`config.mk`:
```
export PLATFORM = sky130hd
export DESIGN_NAME = sffp_front
export DESIGN_NICKNAME = d
export VERILOG_FILES = /design/src/inc/sffp_pkg.sv /design/src/rtl/sffp_front.sv /design/src/rtl/sffp_sync.sv /design/src/rtl/sffp_region.sv
export SDC_FILE = /design/constraint.sdc
export NUM_CORES = 1
export LEC_CHECK = 0
export BUFFER_PORTS_ARGS = -buffer_cell sky130_fd_sc_hd__buf_2
export CAP_MARGIN = 20
export CORE_MARGIN = 4
export CORE_UTILIZATION = 53
export CTS_CLUSTER_SIZE = 8
export DETAILED_ROUTE_END_ITERATION = 8
export GPL_TIMING_DRIVEN = 0
export PLACE_DENSITY = 0.72
export SLEW_MARGIN = 20
export SYNTH_ARGS = -nofsm -noshare
export SYNTH_HDL_FRONTEND = slang
export SYNTH_SLANG_ARGS = --single-unit
```
`constraint.sdc`:
```
create_clock -name sys_clk -period 9.6 [get_ports sys_clk]
set_input_delay 0.96 -clock sys_clk [delete_from_list [all_inputs] [get_ports sys_clk]]
set_output_delay 0.96 -clock sys_clk [all_outputs]
set_load 0.01 [all_outputs]
```
`src/inc/sffp_pkg.sv`:
```
package sffp_pkg;

  // ----------------------------------------------------------------
  // Command codes
  // ----------------------------------------------------------------
  localparam logic [7:0] C_SET_WL    = 8'h06;
  localparam logic [7:0] C_CLR_WL    = 8'h04;
  localparam logic [7:0] C_STAT_WR   = 8'h01;
  localparam logic [7:0] C_STAT_RDL  = 8'h05;
  localparam logic [7:0] C_STAT_RDH  = 8'h35;
  localparam logic [7:0] C_RD        = 8'h03;
  localparam logic [7:0] C_RD_FAST   = 8'h0b;
  localparam logic [7:0] C_RD_DO     = 8'h3b;
  localparam logic [7:0] C_RD_QO     = 8'h6b;
  localparam logic [7:0] C_RD_DIO    = 8'hbb;
  localparam logic [7:0] C_RD_QIO    = 8'heb;
  localparam logic [7:0] C_PAGE_WR   = 8'h02;
  localparam logic [7:0] C_WIPE_4K   = 8'h20;
  localparam logic [7:0] C_WIPE_32K  = 8'h52;
  localparam logic [7:0] C_WIPE_64K  = 8'hd8;
  localparam logic [7:0] C_WIPE_ALLA = 8'h60;
  localparam logic [7:0] C_WIPE_ALLB = 8'hc7;
  localparam logic [7:0] C_DEEP_DN   = 8'hb9;
  localparam logic [7:0] C_DEEP_UP   = 8'hab;
  localparam logic [7:0] C_RST_EN    = 8'h66;
  localparam logic [7:0] C_RST_GO    = 8'h99;
  localparam logic [7:0] C_NONE      = 8'h00;

  // ----------------------------------------------------------------
  // Status word layout
  // ----------------------------------------------------------------
  localparam int          SB_BUSY   = 0;
  localparam int          SB_WL     = 1;
  localparam int          SB_RGN_LO = 2;
  localparam int          SB_RGN_HI = 6;
  localparam int          SB_LOCK0  = 7;
  localparam int          SB_LOCK1  = 8;
  localparam int          SB_QUAD   = 9;
  localparam int          SB_INV    = 14;
  localparam logic [15:0] STAT_RST  = 16'h0000;
  localparam logic [15:0] STAT_WMSK = 16'h43fc;
  localparam logic [15:0] STAT_HMSK = 16'h01fc;

  // ----------------------------------------------------------------
  // Sequence lengths and array geometry
  // ----------------------------------------------------------------
  localparam logic [5:0]  ADDR_BITS  = 6'h18;
  localparam logic [5:0]  MODE_BITS  = 6'h08;
  localparam logic [5:0]  DUMMY_FAST = 6'h08;
  localparam logic [5:0]  DUMMY_QIO  = 6'h04;
  localparam logic [3:0]  BYTE_BITS  = 4'h8;
  localparam logic [23:0] MSK_4K     = 24'h000fff;
  localparam logic [23:0] MSK_32K    = 24'h007fff;
  localparam logic [23:0] MSK_64K    = 24'h00ffff;
  localparam int          SECT_LSB   = 12;
  localparam int          BLK_LSB    = 16;
  localparam int          ARR_MSB    = 19;
  localparam logic [8:0]  UNITS_SECT = 9'h100;
  localparam logic [8:0]  UNITS_BLK  = 9'h010;

  typedef enum logic [2:0] {
    PH_CMD, PH_ADDR, PH_MODE, PH_DUMMY, PH_IN, PH_OUT, PH_SKIP
  } sffp_phase_t;

  typedef enum logic [2:0] {
    OP_NONE, OP_PAGE, OP_4K, OP_32K, OP_64K, OP_ALL, OP_STAT
  } sffp_op_t;

endpackage : sffp_pkg

```
`src/rtl/sffp_front.sv`:
```
`timescale 1ns/1ns
module sffp_front
  import sffp_pkg::*;
(
  input  wire logic        sys_clk,
  input  wire logic        rstn,
  input  wire logic        sclk,
  input  wire logic        chip_sel_n,
  input  wire logic        host_to_dev_line_i,
  output logic             host_to_dev_line_o,
  output logic             host_to_dev_line_oe,
  input  wire logic        dev_to_host_line_i,
  output logic             dev_to_host_line_o,
  output logic             dev_to_host_line_oe,
  input  wire logic        protect_pin_n_i,
  output logic             protect_pin_n_o,
  output logic             protect_pin_n_oe,
  input  wire logic        pause_pin_n_i,
  output logic             pause_pin_n_o,
  output logic             pause_pin_n_oe,
  input  wire logic        array_busy,
  input  wire logic [7:0]  array_rd_data,
  output logic      [23:0] array_addr,
  output logic             array_go,
  output sffp_op_t         array_op,
  output logic      [7:0]  page_byte,
  output logic             page_byte_valid,
  output logic      [15:0] status_word,
  output logic             deep_down,
  output logic             paused
);

  typedef struct packed {
    logic        cs_prev;
    logic        sclk_prev;
    logic        paused;
    logic        dpd;
    logic        rst_armed;
    logic        drv_on;
    logic        go;
    logic        pbv;
    sffp_phase_t phase;
    sffp_op_t    op;
    logic [7:0]  cmd;
    logic [7:0]  sh8;
    logic [7:0]  out_sh;
    logic [7:0]  pbyte;
    logic [23:0] addr;
    logic [5:0]  cnt;
    logic [2:0]  clk8;
    logic [2:0]  w_in;
    logic [2:0]  w_out;
    logic [3:0]  out_cnt;
    logic [3:0]  drv;
    logic [3:0]  oe;
    logic [1:0]  nbytes;
    logic [15:0] stat;
    logic [15:0] stat_new;
  } sffp_st_t;

  sffp_st_t   q;
  sffp_st_t   d;
  logic [5:0] s;
  logic       sclk_s, cs_s;
  logic [3:0] io_s;
  logic       rise, fall, cs_rise, act, commit, quad;
  logic       hw_prot, hit_lo, hit_hi, none_lo;
  logic [23:0] hi_addr, lo_addr, umask;
  logic [7:0] c;
  logic [7:0] src;

  // ----------------------------------------------------------------
  // Pin synchronisers
  // ----------------------------------------------------------------
  sffp_sync #(.W(6)) u_sync (
    .sys_clk (sys_clk),
    .rstn    (rstn),
    .d       ({pause_pin_n_i, protect_pin_n_i, dev_to_host_line_i,
                host_to_dev_line_i, chip_sel_n, sclk}),
    .q       (s)
  );

  assign sclk_s = s[0];
  assign cs_s   = s[1];
  assign io_s   = s[5:2];

  // ----------------------------------------------------------------
  // Protection decode
  // ----------------------------------------------------------------
  // An erase may name any address inside its unit, so the low end is
  // aligned down; otherwise a unit straddling a bottom region slips by.
  always_comb begin
    unique case (q.cmd)
      C_WIPE_4K:  umask = MSK_4K;
      C_WIPE_32K: umask = MSK_32K;
      C_WIPE_64K: umask = MSK_64K;
      default:    umask = 24'h000000;
    endcase
    hi_addr = q.addr | umask;
    lo_addr = q.addr & ~umask;
  end

  sffp_region u_rgn_lo (
    .rgn  (q.stat[SB_RGN_HI:SB_RGN_LO]),
    .inv  (q.stat[SB_INV]),
    .addr (lo_addr),
    .hit  (hit_lo),
    .none (none_lo)
  );

  sffp_region u_rgn_hi (
    .rgn  (q.stat[SB_RGN_HI:SB_RGN_LO]),
    .inv  (q.stat[SB_INV]),
    .addr (hi_addr),
    .hit  (hit_hi),
    .none ()
  );

  function automatic logic [23:0] shin(logic [23:0] v, logic [2:0] w,
                                       logic [3:0] b);
    unique case (w)
      3'h2:    shin = {v[21:0], b[1:0]};
      3'h4:    shin = {v[19:0], b};
      default: shin = {v[22:0], b[0]};
    endcase
  endfunction : shin

  function automatic logic [3:0] lead(logic [7:0] v, logic [2:0] w);
    unique case (w)
      3'h2:    lead = {2'h0, v[7:6]};
      3'h4:    lead = v[7:4];
      default: lead = {2'h0, v[7], 1'b0};
    endcase
  endfunction : lead

  function automatic logic [3:0] mask(logic [2:0] w);
    unique case (w)
      3'h2:    mask = 4'h3;
      3'h4:    mask = 4'hf;
      default: mask = 4'h2;
    endcase
  endfunction : mask

  // ----------------------------------------------------------------
  // Link and command logic
  // ----------------------------------------------------------------
  always_comb begin
    d            = q;
    d.go         = 1'b0;
    d.pbv        = 1'b0;
    d.cs_prev    = cs_s;
    d.sclk_prev  = sclk_s;
    d.stat[SB_BUSY] = array_busy;
    quad    = q.stat[SB_QUAD];
    hw_prot = !q.stat[SB_LOCK1] && q.stat[SB_LOCK0] && !io_s[2];
    // Edges come from the sampled clock level, so idle level is free.
    rise    = sclk_s && !q.sclk_prev;
    fall    = !sclk_s && q.sclk_prev;
    cs_rise = cs_s && !q.cs_prev;
    act     = !cs_s && !q.paused;
    commit  = cs_rise && !q.paused && q.clk8 == 3'h0 &&
              q.phase != PH_CMD && !array_busy;
    c       = {q.sh8[6:0], io_s[0]};
    src     = (q.cmd == C_STAT_RDL) ? q.stat[7:0] :
              (q.cmd == C_STAT_RDH) ? q.stat[15:8] : array_rd_data;
    // Pause level only moves while the clock is low; else it waits.
    if (!cs_s && !quad && !sclk_s) begin
      d.paused = !io_s[3];
    end
    if (commit) begin
      unique case (q.cmd)
        C_SET_WL: d.stat[SB_WL] = 1'b1;
        C_CLR_WL: d.stat[SB_WL] = 1'b0;
        C_DEEP_DN: d.dpd = 1'b1;
        C_STAT_WR: begin
          if (q.stat[SB_WL] && q.nbytes != 2'h0 && !q.stat[SB_LOCK1]) begin
            // Frozen fields keep their value under hardware protection.
            d.stat = (q.stat & ~(hw_prot ? STAT_WMSK & ~STAT_HMSK
                                         : STAT_WMSK)) |
                     (q.stat_new & (hw_prot ? STAT_WMSK & ~STAT_HMSK
                                            : STAT_WMSK));
            d.go = 1'b1;
            d.op = OP_STAT;
          end
          d.stat[SB_WL] = 1'b0;
          d.stat[SB_BUSY] = array_busy;
        end
        C_PAGE_WR, C_WIPE_4K, C_WIPE_32K, C_WIPE_64K: begin
          if (q.stat[SB_WL] && (q.phase == PH_IN) == (q.cmd == C_PAGE_WR)) begin
            d.go = !hit_lo && !hit_hi;
            d.op = (q.cmd == C_PAGE_WR) ? OP_PAGE :
                   (q.cmd == C_WIPE_4K) ? OP_4K :
                   (q.cmd == C_WIPE_32K) ? OP_32K : OP_64K;
            d.stat[SB_WL] = 1'b0;
          end
        end
        C_WIPE_ALLA, C_WIPE_ALLB: begin
          if (q.stat[SB_WL]) begin
            d.go = none_lo;
            d.op = OP_ALL;
            d.stat[SB_WL] = 1'b0;
          end
        end
        default: ;
      endcase
    end
    if (cs_s) begin
      // Select high, paused or not, drops the sequence.
      d.phase  = PH_CMD;
      d.cmd    = C_NONE;
      d.cnt    = 6'h00;
      d.clk8   = 3'h0;
      d.paused = 1'b0;
      d.drv_on = 1'b0;
      d.nbytes = 2'h0;
    end else if (act && rise) begin
      d.clk8 = q.clk8 + 3'h1;
      d.cnt  = q.cnt + 6'(q.w_in);
      unique case (q.phase)
        PH_CMD: begin
          d.sh8 = c;
          if (q.cnt == 6'h07) begin
            d.cmd       = c;
            d.cnt       = 6'h00;
            d.w_in      = 3'h1;
            d.w_out     = 3'h1;
            d.out_cnt   = BYTE_BITS;
            d.rst_armed = (c == C_RST_EN);
            d.phase     = PH_SKIP;
            unique case (c)
              C_RD, C_RD_FAST, C_RD_DO, C_PAGE_WR, C_WIPE_4K,
              C_WIPE_32K, C_WIPE_64K: d.phase = PH_ADDR;
              C_RD_DIO: begin
                d.phase = PH_ADDR;
                d.w_in  = 3'h2;
              end
              C_RD_QO, C_RD_QIO: begin
                if (quad) begin
                  d.phase = PH_ADDR;
                  d.w_in  = (c == C_RD_QIO) ? 3'h4 : 3'h1;
                end else begin
                  d.cmd = C_NONE;
                end
              end
              C_STAT_RDL, C_STAT_RDH: d.phase = PH_OUT;
              C_STAT_WR: d.phase = PH_IN;
              C_DEEP_UP: d.dpd = 1'b0;
              C_RST_GO: begin
                if (q.rst_armed) begin
                  d.stat[SB_WL] = 1'b0;
                  d.dpd = 1'b0;
                end
              end
              default: ;
            endcase
            if (c == C_RD_DO || c == C_RD_DIO) begin
              d.w_out = 3'h2;
            end
            if (c == C_RD_QO || c == C_RD_QIO) begin
              d.w_out = 3'h4;
            end
            if (q.dpd && c != C_DEEP_UP && c != C_RST_EN &&
                c != C_RST_GO) begin
              d.phase = PH_SKIP;
              d.cmd   = C_NONE;
              d.dpd   = 1'b1;
            end
          end
        end
        PH_ADDR: begin
          d.addr = shin(q.addr, q.w_in, io_s);
          if (q.cnt + 6'(q.w_in) == ADDR_BITS) begin
            d.cnt = 6'h00;
            unique case (q.cmd)
              C_RD:               d.phase = PH_OUT;
              C_RD_DIO, C_RD_QIO: d.phase = PH_MODE;
              C_PAGE_WR:          d.phase = PH_IN;
              C_RD_FAST, C_RD_DO, C_RD_QO: d.phase = PH_DUMMY;
              default:            d.phase = PH_SKIP;
            endcase
          end
        end
        PH_MODE: begin
          if (q.cnt + 6'(q.w_in) == MODE_BITS) begin
            d.cnt   = 6'h00;
            d.phase = (q.cmd == C_RD_QIO) ? PH_DUMMY : PH_OUT;
          end
        end
        PH_DUMMY: begin
          d.cnt = q.cnt + 6'h01;
          if (q.cnt + 6'h01 ==
              ((q.cmd == C_RD_QIO) ? DUMMY_QIO : DUMMY_FAST)) begin
            d.phase = PH_OUT;
          end
        end
        PH_IN: begin
          d.sh8 = c;
          if (q.cnt[2:0] == 3'h7) begin
            d.pbyte = c;
            d.pbv   = (q.cmd == C_PAGE_WR);
            if (q.nbytes == 2'h0) begin
              d.stat_new = {q.stat[15:8], c};
            end else if (q.nbytes == 2'h1) begin
              d.stat_new[15:8] = c;
            end
            if (q.nbytes != 2'h2) begin
              d.nbytes = q.nbytes + 2'h1;
            end
          end
        end
        default: ;
      endcase
    end else if (act && fall && q.phase == PH_OUT) begin
      d.drv_on = 1'b1;
      if (q.out_cnt == BYTE_BITS) begin
        d.drv     = lead(src, q.w_out);
        d.out_sh  = src << q.w_out;
        d.out_cnt = 4'(q.w_out);
        if (q.cmd != C_STAT_RDL && q.cmd != C_STAT_RDH) begin
          d.addr = q.addr + 24'h000001;
        end
      end else begin
        d.drv     = lead(q.out_sh, q.w_out);
        d.out_sh  = q.out_sh << q.w_out;
        d.out_cnt = q.out_cnt + 4'(q.w_out);
      end
    end
    // Released while paused; comes back on resume.
    d.oe = (d.phase == PH_OUT && d.drv_on && !d.paused && !cs_s) ?
           mask(d.w_out) : 4'h0;
  end

  always_ff @(posedge sys_clk or negedge rstn) begin
    if (!rstn) begin
      q          <= '0;
      q.cs_prev  <= 1'b1;
      q.phase    <= PH_CMD;
      q.op       <= OP_NONE;
      q.stat     <= STAT_RST;
      q.w_in     <= 3'h1;
      q.w_out    <= 3'h1;
      q.out_cnt  <= BYTE_BITS;
    end else begin
      q <= d;
    end
  end

  assign host_to_dev_line_o  = q.drv[0];
  assign host_to_dev_line_oe = q.oe[0];
  assign dev_to_host_line_o  = q.drv[1];
  assign dev_to_host_line_oe = q.oe[1];
  assign protect_pin_n_o     = q.drv[2];
  assign protect_pin_n_oe    = q.oe[2];
  assign pause_pin_n_o       = q.drv[3];
  assign pause_pin_n_oe      = q.oe[3];
  assign array_addr          = q.addr;
  assign array_go            = q.go;
  assign array_op            = q.op;
  assign page_byte           = q.pbyte;
  assign page_byte_valid     = q.pbv;
  assign status_word         = q.stat;
  assign deep_down           = q.dpd;
  assign paused              = q.paused;

  // ----------------------------------------------------------------
  // Checks
  // ----------------------------------------------------------------
  property p_pause_quiet;
    @(posedge sys_clk) disable iff (!rstn)
    q.paused |-> !dev_to_host_line_oe;
  endproperty
  a_pause_quiet: assert property (p_pause_quiet)
    else $error("output driven while paused");

  property p_pause_start;
    @(posedge sys_clk) disable iff (!rstn)
    (!cs_s && !quad && !io_s[3] && !sclk_s) |=> q.paused;
  endproperty
  a_pause_start: assert property (p_pause_start)
    else $error("pause not entered with clock low");

  property p_pause_hold;
    @(posedge sys_clk) disable iff (!rstn)
    (q.paused && sclk_s && !cs_s) |=> q.paused;
  endproperty
  a_pause_hold: assert property (p_pause_hold)
    else $error("pause ended while clock high");

  property p_wl_set;
    @(posedge sys_clk) disable iff (!rstn)
    (commit && q.cmd == C_SET_WL) |=> q.stat[SB_WL];
  endproperty
  a_wl_set: assert property (p_wl_set)
    else $error("write latch not set");

  property p_wl_clr;
    @(posedge sys_clk) disable iff (!rstn)
    (commit && (q.cmd == C_CLR_WL || q.cmd == C_STAT_WR)) |=>
    !q.stat[SB_WL];
  endproperty
  a_wl_clr: assert property (p_wl_clr)
    else $error("write latch not cleared");

  property p_odd_count;
    @(posedge sys_clk) disable iff (!rstn)
    (cs_rise && q.clk8 != 3'h0) |=> !q.go && $stable(q.stat[SB_WL]);
  endproperty
  a_odd_count: assert property (p_odd_count)
    else $error("partial byte command executed");

  property p_prot_drop;
    @(posedge sys_clk) disable iff (!rstn)
    (commit && (hit_lo || hit_hi) && q.cmd != C_STAT_WR &&
     q.cmd != C_WIPE_ALLA && q.cmd != C_WIPE_ALLB) |=> !array_go;
  endproperty
  a_prot_drop: assert property (p_prot_drop)
    else $error("protected area request issued");

  property p_hw_freeze;
    @(posedge sys_clk) disable iff (!rstn)
    (commit && hw_prot) |=> q.stat[8:2] == $past(q.stat[8:2]);
  endproperty
  a_hw_freeze: assert property (p_hw_freeze)
    else $error("protected status bits changed");

  property p_dpd_ignore;
    @(posedge sys_clk) disable iff (!rstn)
    (q.dpd && act && rise && q.phase == PH_CMD && q.cnt == 6'h07 &&
     c != C_DEEP_UP && c != C_RST_EN && c != C_RST_GO) |=>
    q.phase == PH_SKIP && q.dpd;
  endproperty
  a_dpd_ignore: assert property (p_dpd_ignore)
    else $error("command taken in deep power-down");

  property p_quad_gate;
    @(posedge sys_clk) disable iff (!rstn)
    (!quad && act && rise && q.phase == PH_CMD && q.cnt == 6'h07 &&
     (c == C_RD_QO || c == C_RD_QIO)) |=> q.phase == PH_SKIP;
  endproperty
  a_quad_gate: assert property (p_quad_gate)
    else $error("four-lane command taken while disabled");

  property p_drive_on_fall;
    @(posedge sys_clk) disable iff (!rstn)
    $changed(q.drv) |-> $past(fall);
  endproperty
  a_drive_on_fall: assert property (p_drive_on_fall)
    else $error("lane output changed off a falling edge");

endmodule : sffp_front

```
`src/rtl/sffp_sync.sv`:
```
`timescale 1ns/1ns
module sffp_sync
  import sffp_pkg::*;
#(
  parameter int W = 6
) (
  input  wire logic         sys_clk,
  input  wire logic         rstn,
  input  wire logic [W-1:0] d,
  output logic      [W-1:0] q
);

  typedef struct packed {
    logic [W-1:0] s1;
    logic [W-1:0] s2;
  } sffp_sync_t;

  sffp_sync_t r_q;
  sffp_sync_t r_d;

  // The first stage feeds only the second stage.
  always_comb begin
    r_d    = r_q;
    r_d.s1 = d;
    r_d.s2 = r_q.s1;
  end

  always_ff @(posedge sys_clk or negedge rstn) begin
    if (!rstn) begin
      r_q <= '0;
    end else begin
      r_q <= r_d;
    end
  end

  assign q = r_q.s2;

endmodule : sffp_sync

```
`src/rtl/sffp_region.sv`:
```
`timescale 1ns/1ns
module sffp_region
  import sffp_pkg::*;
(
  input  wire logic [4:0]  rgn,
  input  wire logic        inv,
  input  wire logic [23:0] addr,
  output logic             hit,
  output logic             none
);

  logic [2:0] k;
  logic       all;
  logic       empty;
  logic [8:0] idx;
  logic [8:0] tot;
  logic [8:0] cnt;
  logic       span;

  // Small spans count 4KB sectors, large spans count 64KB blocks.
  always_comb begin
    k     = rgn[2] ? 3'h4 : {1'b0, rgn[1:0]};
    all   = (rgn[2:1] == 2'h3) || (rgn[2:0] == 3'h5 && !rgn[4]);
    empty = (rgn[2:0] == 3'h0);
    idx   = rgn[4] ? {1'b0, addr[ARR_MSB:SECT_LSB]}
                   : {5'h00, addr[ARR_MSB:BLK_LSB]};
    tot   = rgn[4] ? UNITS_SECT : UNITS_BLK;
    cnt   = 9'h001 << (k - 3'h1);
    span  = rgn[3] ? (idx < cnt) : (idx >= tot - cnt);
    hit   = (all || (!empty && span)) ^ inv;
    none  = inv ? all : empty;
  end

endmodule : sffp_region

```
==> Word level (Yosys, flattened, before mapping) <==
Index checks and enable logic that the tools add are counted.
{ "classes": {"n_bitwise": 11, "magnitude_cmp": 4, "shift": 3, "add_sub_neg": 8, "reduce_logical": 87, "eq_ne": 68, "mux": 106} }
{ "op_table": {"columns": ["operator", "count"], "rows": [
  ["8-bit 2-to-1 mux", 16],
  ["24-bit 2-to-1 mux", 5],
  ["8-bit == test, second input constant", 10],
  ["3-bit 2-to-1 mux", 18],
  ["8-bit by 6-bit == test with 1-bit output, second input constant", 6],
  ["8-bit by 7-bit == test with 1-bit output, second input constant", 6],
  ["16-bit one-hot mux with 3 select lines", 1],
  ["24-bit one-hot mux with 2 select lines", 1],
  ["3-bit one-hot mux with 4 select lines", 3],
  ["8-bit by 2-bit == test with 1-bit output, second input constant", 4],
  ["8-bit by 3-bit == test with 1-bit output, second input constant", 4],
  ["1-bit logical AND", 29],
  ["9-bit 2-to-1 mux", 3],
  ["1-bit 2-to-1 mux", 26],
  ["24-bit by 1-bit adder with 24-bit output, second input constant", 1],
  ["3-bit == test, second input constant", 8],
  ["4-bit one-hot mux with 2 select lines", 3],
  ["6-bit one-hot mux with 4 select lines", 1],
  ["2-bit 2-to-1 mux", 11],
  ["2-bit nonzero test", 11],
  ["20-bit AND", 1],
  ["10-bit 2-to-1 mux", 2],
  ["4-bit 2-to-1 mux", 5],
  ["16-bit inverter with 20-bit output", 1],
  ["56 further kinds", 111]
]} }
{ "totals": {"ff_bits": 143, "in_bits": 17, "out_inout_bits": 63, "word_cells": 316} }

==> Depth between registers and ports, before layout <==
Gate-level depths: netlist of run 1.
{ "depth": {"word_depth": 15, "ltp_mapped": 16, "ltp_nobuf": 16} }

==> By module <==
Synthesis of run 1 repeated with hierarchy kept, for this count alone.
{ "hier_totals": {"hier_cells": 1152, "area_unflattened_um2": 10067.2} }
{ "by_module_without_submodules": {"columns": ["mod", "n_inst", "seq_area_each_um2", "area_per_inst_um2", "cells_per_inst"], "rows": [
  ["sffp_front", 1, 2932.8, 8226.6, 946],
  ["sffp_region (u_rgn_lo)", 1, 0.0, 770.7, 94],
  ["sffp_region (u_rgn_hi)", 1, 0.0, 769.5, 100],
  ["sffp_sync", 1, 300.3, 300.3, 12]
]} }

==> Least setup slack after synthesis of run 1 <==
No wires, ideal clock.
{ "synth_timing": {"path_type": "reg2reg", "start": "register with a tool-made name", "end": "register q, in the netlist array_go", "path_buffers": 1, "setup_time_ps": 99, "t_required_ps": 9501, "period_less_slack_ps": 3765, "stages_incl_launch_ff": 17, "slack_ps": 5835, "t_arrival_ps": 3666, "path_cell_list": "dfrtp_1 clkbuf_1 o21ai_0 ha_1 nand3b_1 ha_1 nor2b_1 a21oi_1 xor2_1 ha_1 a21o_1 a21o_1 a21o_1 a21oi_1 o221ai_1 or3_1 a311oi_1"} }
{ "synth_lines": {"columns": ["item", "line", "text"], "rows": [
  ["end, declared", "sffp_front.sv:61", "sffp_st_t q;"]
]} }

==> metrics.md, run 1 <==
| Metric | Value |
|---|---|
| Status | finished, final reports clean |
| Total GRT Usage | around a quarter |
| Ant diodes | 0 |
| CTS resizes | 0 |
| Dpl cell area | about 10000 um^2 |
| Final nets | between 1000 and 1500 |
| Finished Layout Cells | 1404 |
| TritonCTS buffer count | 17 |
| Clock network power share | approximately 50% |
| Crit Path Category | flop to flop |
| Worst Path Arrival | 4.61 ns |
| Post-CTS setup repair buffer count | 0 |
| Placed Cells | 1372 |
| Synth cell types | 92 |
| Fraction of layout cells with a size suffix above 1 | 18.67% |
| DRT iter0 DRCs | around 1100 |
| Hold_sp | u_sync.r_d[3] |
| Lkg Pwr | 4.758 nW |
| Synth Flop Type | dfrtp_1 |
| CTS tree | yes |
| Worst hold path type | flop to flop |
| Clock H-tree levels | 4 |
| Seq cells post-synth | 129 |
| Routability cong. | 0.9490 |
| # setup viols final | 0 |
| Largest net degree at the start of global routing | 100 |
| Syn Area/Cell | 8.511 um^2 |
| Final WL | 26090 um |
| Hold_ws | approximately 0.35 ns |
| Setup Total Neg Slack | 0 ns |
| P_int | 0.9558 mW |
| Async SR Flop Fraction | 100.0% |
| Setup crit end | array_go |
| Core ar. | 16760 um^2 |
| DRC Markers | 0 |
| Post-synth EDFFs | 0 |
| Max transition margin | 40.80% |
| DR vias | 8698 |
| Worst r2r path cells | 16 |
| Synth warn | 0 |
| Cells after synthesis | 1073 |
| CTS Buffer Depth | 2 |
| Vias in the first global route | approximately 8000 |
| Routed length per placed instance | roughly 19 um |
| Top-Level Pins | 80 |
| Share of the yosys chip area belonging to registers | 35.40% |
| Total power | 1.299 mW |
| Site row count | 47 |
| Initial antenna violation count | 0 |
| Final Cell Area | 10400 um^2 |
| Final antenna-violating net count | 0 |
| Endpoints failing hold | 0 |
| CTS Hold Buffers Added | 0 |
| Peak VDD IR | 0.1202 mV |
| Top fanout value on the critical path | 10 |
| Final Critical Period | 4.285 ns |
| I/O Buffers | between 70 and 80 |
| First drt pass iteration count | 6 |
| Dpl hpwl | between 15000 and 20000 um |
| Startpoint Class | flop |
| Synthesized area | approximately 9100 um^2 |
| Area delta synth->final | 13.89% |
| R2R Path End | array_go |
| Max incr delay on CP | approximately 0.40 ns |
| Sequential share of power | 43.6% |
| CP Cell Sequence | clkbuf_1 -> o21ai_0 -> ha_1 -> nand3b_1 -> ha_1 -> nor2b_1 -> a21oi_1 -> xor2_1 -> ha_1 -> a21o_1 -> a21o_1 -> a21o_1 -> a21oi_1 -> o221ai_1 -> or3_1 -> a311oi_1 |
| Worst-Skew Late Latency | 0.42 ns |
| Clock sinks | 129 |
| CTS clk-pin slew, worst paths | 0.06 ns |
| First-pass GRT wire length | 42610 um |
| PwrDens | roughly 120 nW/um^2 |
| Combinational power share | 7.8% |
| Maximum clock skew at final layout | approximately 0.011 ns |
| Count of pins over their slew limit | 0 |
| Gr ovfl total | 0 |
| Measured slew at the worst slew-check pin | between 0.8 and 0.9 ns |
| Sw frac | 26.43% |
| FMAX | 233.4 MHz |
| Die H | approximately 140 um |
| Critical path's slowest cell | dfrtp_1 |
| Max_cap viols | 0 |
| R2r setup slk | 5.32 ns |
| RSZ-0062 raised after global routing | false |
| Setup crit end kind | flop |
| Post-DR vias/cell | ~6.2 |
| Initial Utilization | 54.49% |
| Die Area | 19390 um^2 |
| Sw power | 0.3433 mW |
| Die W | ~140 um |
| Root Buffer | clkbuf_16 |
| Final period util | 44.63% |
| Worst EP required | 9.92 ns |
==> per-layer routing <==
| layer | global-route usage [%] | share of wire, % | up-vias | routed length [um] |
|---|---|---|---|---|
| met2 | 43.03 | 47 | 392 | 12290 |
| met5 | 0 | 0 | - | 0 |
| met3 | 5.009 | 6.8 | 59 | 1777 |
| met1 | 37.20 | 44 | 4175 | 11500 |
| li1 | - | - | 4072 | - |
| met4 | 7.518 | 2.0 | 0 | 524 |
==> cells in the mapped netlist (8+ instances only) <==
library cell	n	area share [%]
inv_1	25	1.0
a221oi_1	19	1.8
and2_1	8	0.55
xor2_1	9	0.86
nor3_1	14	0.77
nand2b_1	10	0.69
a22o_1	14	1.3
mux2_2	14	1.7
nor2b_1	10	0.69
nand3b_1	9	0.74
nand3_1	38	2.1
nand2_1	138	5.7
mux2i_1	11	1.2
dfrtp_1	125	34
ha_1	40	5.5
nor2_1	92	3.8
a21oi_1	86	4.7
clkbuf_1	55	2.3
buf_2	14	0.77
o21ai_0	69	3.8
or3_1	8	0.55
buf_4	52	4.3
o22ai_1	8	0.55
o31ai_1	12	0.99
a21o_1	11	0.90
nand4_1	9	0.62
a31oi_1	18	1.2
==> flip-flops by register name, summed over array words and instances (netlist names), 3 cells and up, named ones only <==
signal       cells
u_sync.q         6
status_word      4
u_sync.r_d       6
q               53
page_byte        8
array_op         3
array_addr      24
c                7
==> per-stage QoR <==
stage / util (%) / setup WS (ns)
6_report: 62.06 / 5.315
5_1_grt: 62.06 / 5.027
4_1_cts: 62.06 / 5.343
3_5_place_dp: 58.66 / 5.379
3_3_place_gp: 58.43 / 5.400
2_1_floorplan: - / 5.835
==> power groups by stage <==
stage	Clock, mW	Sequential, mW	Combinational [mW]
6_report	0.632	0.566	0.101
5_1_grt	0.662	0.568	0.112
4_1_cts	0.635	0.566	0.100
3_5_place_dp	0	0.576	0.0995
3_3_place_gp	0	0.575	0.0969
2_1_floorplan	0	0.572	0.0610
==> critical path, delay by kind of cell (launching register included) <==
kind                       cells  cell delay, ns
AOI/OAI and AO/OA              8            1.75
DFF                            1            0.40
xor gates and xnor gates       1            0.17
buffers and inverters          1            0.22
adders and majority gates      3            0.91
and+or+nand+nor                3            0.72
==> cell families after synthesis <==
group | share of synthesized area, %
mux | 3.425
fa+ha+maj | 5.919
flops | 35.40
xor+xnor | 1.535
other cells | 0.04106
buf+inv | 8.535
compound gates | 23.31
simple gates | 21.84
==> layout make-up <==
type	instances	area, um^2
fillers	1498	6359
multi-input cells	799	5135
flip-flops and latches	129	3233
plain buffers	124	685.7
clock buffers	19	442.9
repair buffers	75	407.9
well taps	220	275.3
clock inverters	13	127.6
inverters	25	93.84
==> placed cells by master (no fill, tap or decap), types with 12 or more instances in the layout <==
cell	n
inv_1	25
ha_1	40
buf_2	87
nor2_1	92
buf_4	52
a21oi_1	86
o21ai_0	69
o31ai_1	12
a22o_1	14
dfrtp_1	125
a31oi_1	18
nor3_1	14
nand2_1	138
mux2_2	14
nand3_1	38
clkbuf_16	17
a221oi_1	19
clkbuf_1	56
==> worst min path at each step <==
| stage | cells past startpoint | endpoint | slack (ns) |
|---|---|---|---|
| after floorplan | 0 | u_sync.q[0] | 0.33 |
| after global placement | 0 | u_sync.q[2] | 0.33 |
| after detailed placement | 0 | u_sync.q[3] | 0.34 |
| after CTS | 0 | u_sync.q[5] | 0.35 |
| after global routing | 0 | u_sync.q[4] | 0.36 |
| final | 0 | u_sync.q[3] | 0.35 |
(Power assumes the default switching activity.)
==> run 2: changes to the inputs <==
clock period = 4.05 ns   (was 9.6 ns; I/O delays follow)
==> metrics.md, run 2 (same netlist as run 1, synthesis figures left out) <==
| Metric | Value |
|---|---|
| Status | finished, final reports clean |
| Total GRT Usage | 26.75% (about the same) |
| Clock H-tree levels | 4 (unchanged) |
| Root Buffer | clkbuf_16 |
| Largest net degree at the start of global routing | 100 (unchanged) |
| DRC Markers | 0 (unchanged) |
| Most flops, register | q |
| Worst hold path type | input pin to flop |
| Setup crit end kind | flop |
| Final WL | 26040 um (-0.18%) |
| Critical path's slowest cell | dfrtp_1 |
| Filler cell count | 1490 (-0.53%) |
| Fraction of layout cells with a size suffix above 1 | 19.80% (+1.1 points) |
| Startpoint Class | flop |
| FMAX | 257.1 MHz (+10%) |
| I/O Buffers | 74 (unchanged) |
| Endpoints failing hold | 0 (unchanged) |
| Core ar. | 16760 um^2 (unchanged) |
| Final nets | 1233 (+0.24%) |
| DRT iter0 DRCs | 1074 (-3.8%) |
| Ant diodes | 0 (unchanged) |
| CTS clk-pin slew, worst paths | 0.06 ns (about the same) |
| Top-Level Pins | 80 (unchanged) |
| Die W | 139.3 um (unchanged) |
| Hold_sp | host_to_dev_line_i |
| Peak VDD IR | 0.2865 mV (+140%) |
| Post-DR vias/cell | 6.173 (-0.35%) |
| Dpl hpwl | 18700 um (unchanged) |
| Worst EP required | 4.38 ns (-5.54 ns) |
| Site row count | 47 (unchanged) |
| Pre-CTS WS | -0.1708 ns (-5.550 ns) |
| Vias in the first global route | 8107 (-0.074%) |
| Initial Utilization | 54.49% (unchanged) |
| Die Area | 19390 um^2 (unchanged) |
| CTS Buffer Depth | 2 (unchanged) |
| Max FFs per register | 53 (unchanged) |
| Dpl cell area | 9831 um^2 (unchanged) |
| Final period util | 96.05% (+51 points) |
| CP Cell Sequence | clkbuf_4 -> o21ai_2 -> ha_1 -> nand3b_1 -> ha_1 -> nor2b_2 -> a21oi_2 -> xor2_1 -> ha_1 -> a21o_1 -> a21o_1 -> a21o_1 -> a21oi_1 -> o22ai_1 -> or3_1 -> a311oi_2 |
| Worst r2r path cells | 16 (unchanged) |
| Routability cong. | 0.9490 (unchanged) |
| Final setup margin | 0.1601 ns (-5.155 ns) |
| TritonCTS buffer count | 17 (unchanged) |
| Measured slew at the worst slew-check pin | 0.8904 ns (+0.004724 ns) |
| Final Critical Period | 3.890 ns (-0.3949 ns) |
| Max_cap viols | 0 (unchanged) |
| R2R Path End | array_go |
| Max incr delay on CP | 0.40 ns (about the same) |
| Final antenna-violating net count | 0 (unchanged) |
| Critical path depth in cells | 16 (unchanged) |
| # setup viols final | 0 (unchanged) |
| Worst Path Arrival | 4.22 ns (-0.39 ns) |
| Max transition margin | 40.48% (-0.32 points) |
| First drt pass iteration count | 6 (unchanged) |
| Routed length per placed instance | 18.51 um (-0.40%) |
| Setup Total Neg Slack | 0 ns (unchanged) |
| Total power | 3.078 mW (+140%) |
| Most common cell after layout, fill and taps aside | nand2_1 |
| Die H | 139.3 um (unchanged) |
| CP top delay family | compound AO/OA/AOI/OAI gates |
| CTS tree | yes |
| Lkg Pwr | 4.779 nW (+0.44%) |
| Most frequent cells in the layout | nand2_1, dfrtp_1, nor2_1, buf_2, a21oi_1 |
| PwrDens | 293.9 nW/um^2 (+140%) |
| DR vias | 8686 (-0.14%) |
| Top fanout value on the critical path | 10 (unchanged) |
| First-pass GRT wire length | 42640 um (about the same) |
| Hold_ws | 0.08275 ns (-0.2656 ns) |
| Initial antenna violation count | 0 (unchanged) |
| Area delta synth->final | 14.70% |
| Gr ovfl total | 0 (unchanged) |
| R2r setup slk | 0.16 ns (-5.16 ns) |
| Worst-Skew Late Latency | 0.43 ns (about the same) |
| Crit Path Category | flop to flop |
| Buf/Inv on CP | 1 (unchanged) |
| Final Cell Area | 10480 um^2 (+0.71%) |
| Clock sinks | 129 (unchanged) |
| Count of pins over their slew limit | 0 (unchanged) |
| Setup crit end | array_go |
| Maximum clock skew at final layout | 0.009999 ns (-0.0006676 ns) |
-- run 2: report_power, final --
| group | switching, mW | total, mW | internal [mW] |
|---|---|---|---|
| sequential | 0.0264 | 1.34 | 1.32 |
| clock | 0.626 | 1.50 | 0.871 |
| combinational | 0.160 | 0.240 | 0.0794 |
-- run 2: metrics by stage --
step	std cells	utilization [%]
final	1407	62.50
after global routing	1407	62.50
after CTS	1405	62.15
after detailed placement	1372	58.66
after global placement	1371	58.43
after floorplan	1077	-
-- run 2: worst min-delay path by stage --
stage / endpoint / slack (ns) / cells past startpoint
2_1_floorplan: asynchronous set/reset pin / 0.11 / 0
6_report: u_sync.r_d[2] / 0.08 / 1
3_5_place_dp: q[99] / 0.28 / 1
5_1_grt: u_sync.r_d[0] / 0.08 / 1
3_3_place_gp: u_sync.q[2] / 0.33 / 0
4_1_cts: u_sync.r_d[1] / 0.08 / 1
-- run 2: final cells by class --
class                      instances  area (um^2)  area share [%]
sequential                       129         3234           30.88
clock inverter                    13        127.6           1.218
timing repair buffer              78        432.9           4.133
clock buffer                      19        442.9           4.228
multi-input combinational        799         5179           49.44
tap                              220        275.3           2.628
buffer                           124        689.4           6.581
inverter                          25        93.84          0.8958
-- run 2: routing by layer --
metal | routed length, um | share of wire, % | vias up | track usage (%)
li1 | - | - | 4076 | -
met1 | 11620 | 45 | 4173 | 37.33
met2 | 12200 | 47 | 377 | 43.13
met3 | 1710 | 6.6 | 60 | 4.768
met4 | 517 | 2.0 | 0 | 7.415
met5 | 0 | 0 | - | 0
-- run 2: what timing repair did --
item / in CTS / in global routing
endpoints found under the hold margin: 30 / 0
endpoints found under the setup margin: 1 / 1
resized for setup: 4 / 11
hold buffers: 1 / 0
buffers inserted: 0 / 2
pin swaps: 0 / 4
==> run 3: changes to the inputs <==
PLACE_DENSITY = unset   (was 0.72)
PLACE_DENSITY_LB_ADDON = 0.08   (was unset)
SLEW_MARGIN = unset   (was 20)
==> metrics.md, run 3 (same netlist as run 1, synthesis figures left out) <==
| Metric | Value |
|---|---|
| Measured slew at the worst slew-check pin | 1.038 ns (+0.1474 ns) |
| DRT iter0 DRCs | 900 (-16%) |
| Critical path's slowest cell | dfrtp_1 |
| Worst EP required | 4.39 ns (about the same) |
| Final nets | 1232 (-0.081%) |
| First drt pass iteration count | 7 (+1) |
| Most common cell after layout, fill and taps aside | nand2_1 |
| Die Area | 19390 um^2 (unchanged) |
| Setup crit end kind | flop |
| PwrDens | 298.9 nW/um^2 (+1.7%) |
| Placed Cells | 1372 (unchanged) |
| Clock H-tree levels | 4 (unchanged) |
| Most flops, register | q |
| FF+latch area | 3234 um^2 (unchanged) |
| DRC Markers | 0 (unchanged) |
| Max_cap viols | 0 (unchanged) |
| Most frequent cells in the layout | nand2_1, dfrtp_1, nor2_1, buf_2, a21oi_1 |
| Final antenna-violating net count | 0 (unchanged) |
| Dpl hpwl | 18840 um (+0.72%) |
| Area delta synth->final | 14.78% (about the same) |
| Crit Path Category | flop to flop |
| Setup Total Neg Slack | 0 ns (unchanged) |
| Root Buffer | clkbuf_16 |
| Endpoints failing hold | 0 (unchanged) |
| Final Util | 62.55% (about the same) |
| Dpl cell area | 9827 um^2 (about the same) |
| Routed length per placed instance | 18.69 um (+0.96%) |
| Hold_ws | 0.07152 ns (-0.01123 ns) |
| Final Cell Area | 10480 um^2 (about the same) |
| Peak VDD IR | 0.3111 mV (+8.6%) |
| Multi-input logic area | 5180 um^2 (about the same) |
| RSZ-0062 raised after global routing | false |
| CTS tree | yes |
| CTS clk-pin slew, worst paths | 0.07 ns (about the same) |
| Final setup margin | 0.1519 ns (-0.008205 ns) |
| Post-DR vias/cell | 6.152 (-0.34%) |
| Sequential share of power | 42.8% (-0.8 points) |
| Clock network power share | 49.5% (+0.9 points) |
| Final WL | 26270 um (+0.89%) |
| # setup viols final | 0 (unchanged) |
| Largest net degree at the start of global routing | 81 (-19%) |
| Core ar. | 16760 um^2 (unchanged) |
| Sw frac | 27.36% (+0.98 points) |
| Fraction of layout cells with a size suffix above 1 | 19.81% (about the same) |
| Gr ovfl total | 0 (unchanged) |
| Site row count | 47 (unchanged) |
| Top-Level Pins | 80 (unchanged) |
| Max FFs per register | 53 (unchanged) |
| I/O Buffers | 74 (unchanged) |
| Clock sinks | 129 (unchanged) |
| Routability cong. | 0.9447 (-0.45%) |
| CP Cell Sequence | buf_4 -> o21ai_4 -> ha_1 -> nand3b_1 -> ha_1 -> nor2b_2 -> a21oi_2 -> xor2_1 -> ha_1 -> a21o_1 -> a21o_1 -> a21o_1 -> a21oi_2 -> o221ai_1 -> or3_1 -> a311oi_2 |
| Die W | 139.3 um (unchanged) |
| Sw power | 0.8575 mW (+5.6%) |
| Status | finished, final reports clean |
| Top fanout value on the critical path | 10 (unchanged) |
| First-pass GRT wire length | 42800 um (+0.39%) |
| Max transition margin | 30.66% (-9.8 points) |
| Maximum clock skew at final layout | 0.01039 ns (+0.0003874 ns) |
| CTS Buffer Depth | 2 (unchanged) |
| Worst Path Arrival | 4.24 ns (+0.02 ns) |
| TritonCTS buffer count | 17 (unchanged) |
| P_int | 2.276 mW (+0.44%) |
| Vias in the first global route | 8040 (-0.83%) |
| Total GRT Usage | 26.94% (+0.19 points) |
| Startpoint Class | flop |
| FMAX | 256.5 MHz (-0.21%) |
| Finished Layout Cells | 1406 (-0.071%) |
| Final Critical Period | 3.898 ns (+0.008205 ns) |
| Initial Utilization | 54.49% (unchanged) |
| Count of pins over their slew limit | 0 (unchanged) |
| Pre-CTS WS | -0.2040 ns (-0.03324 ns) |
| Die H | 139.3 um (unchanged) |
| Max incr delay on CP | 0.40 ns (about the same) |
| Ant diodes | 0 (unchanged) |
| Initial antenna violation count | 0 (unchanged) |
| Filler cell count | 1525 (+2.3%) |
| Total power | 3.134 mW (+1.8%) |
| Worst hold path type | input pin to flop |
| Worst-Skew Late Latency | 0.44 ns (about the same) |
| DR vias | 8650 (-0.41%) |
| Lkg Pwr | 4.782 nW (about the same) |
| Combinational power share | 7.7% (about the same) |
| Final period util | 96.25% (+0.20 points) |
==> run 3: what timing repair did <==
item | 4_1_cts | 5_1_grt
setup buffers | 0 | 1
resized for setup | 5 | 15
hold buffers | 1 | 0
endpoints found under the hold margin | 49 | 0
pin swaps | 0 | 3
endpoints found under the setup margin | 1 | 1
==> run 3: area by class of cell <==
cell class	count	area share [%]
Multi-Input combinational cell	799	49.41
Sequential cell	129	30.85
Buffer	124	6.601
Clock buffer	18	4.190
Timing Repair Buffer	77	4.022
Tap cell	220	2.626
Clock inverter	14	1.373
Inverter	25	0.9191
==> run 3: power by group through the flow <==
stage	registers (mW)	logic [mW]	clock network, mW
after CTS	1.34	0.241	1.56
after detailed placement	1.36	0.238	0
after floorplan	1.36	0.145	0
final	1.34	0.241	1.55
after global placement	1.36	0.231	0
after global routing	1.34	0.268	1.63
==> run 3: layer usage <==
metal / up-vias / GRT usage, % / routed length, um
met3: 53 / 4.768 / 1845
met4: 0 / 8.445 / 621
li1: 4094 / - / -
met2: 418 / 42.09 / 12300
met5: - / 0 / 0
met1: 4085 / 38.38 / 11510
==> run 3: worst paths after layout <==
| path | from | to | slack, ns | depth (start not counted) |
|---|---|---|---|---|
| worst max-delay path | flop | array_go | 0.15 | 16 |
| worst min-delay path | host_to_dev_line_i | u_sync.r_d[2] | 0.07 | 1 |
| worst max register to register | flop | array_go | 0.15 | 16 |
| worst min register to register | u_sync.r_d[4] | u_sync.q[4] | 0.35 | 0 |
| max in group asynchronous | rstn | q[49] | 2.78 | 3 |
| min in group asynchronous | rstn | asynchronous set/reset pin | 0.48 | 2 |
==> run 3: critical path: cells and delay by family, from the launching register on <==
family,cells,cell delay [ns]
AO/OA/AOI/OAI,8,1.43
adder cells (fa/ha/maj),3,0.87
flip-flops,1,0.40
XOR/XNOR,1,0.18
buffers and inverters,1,0.19
AND/OR/NAND/NOR,3,0.74
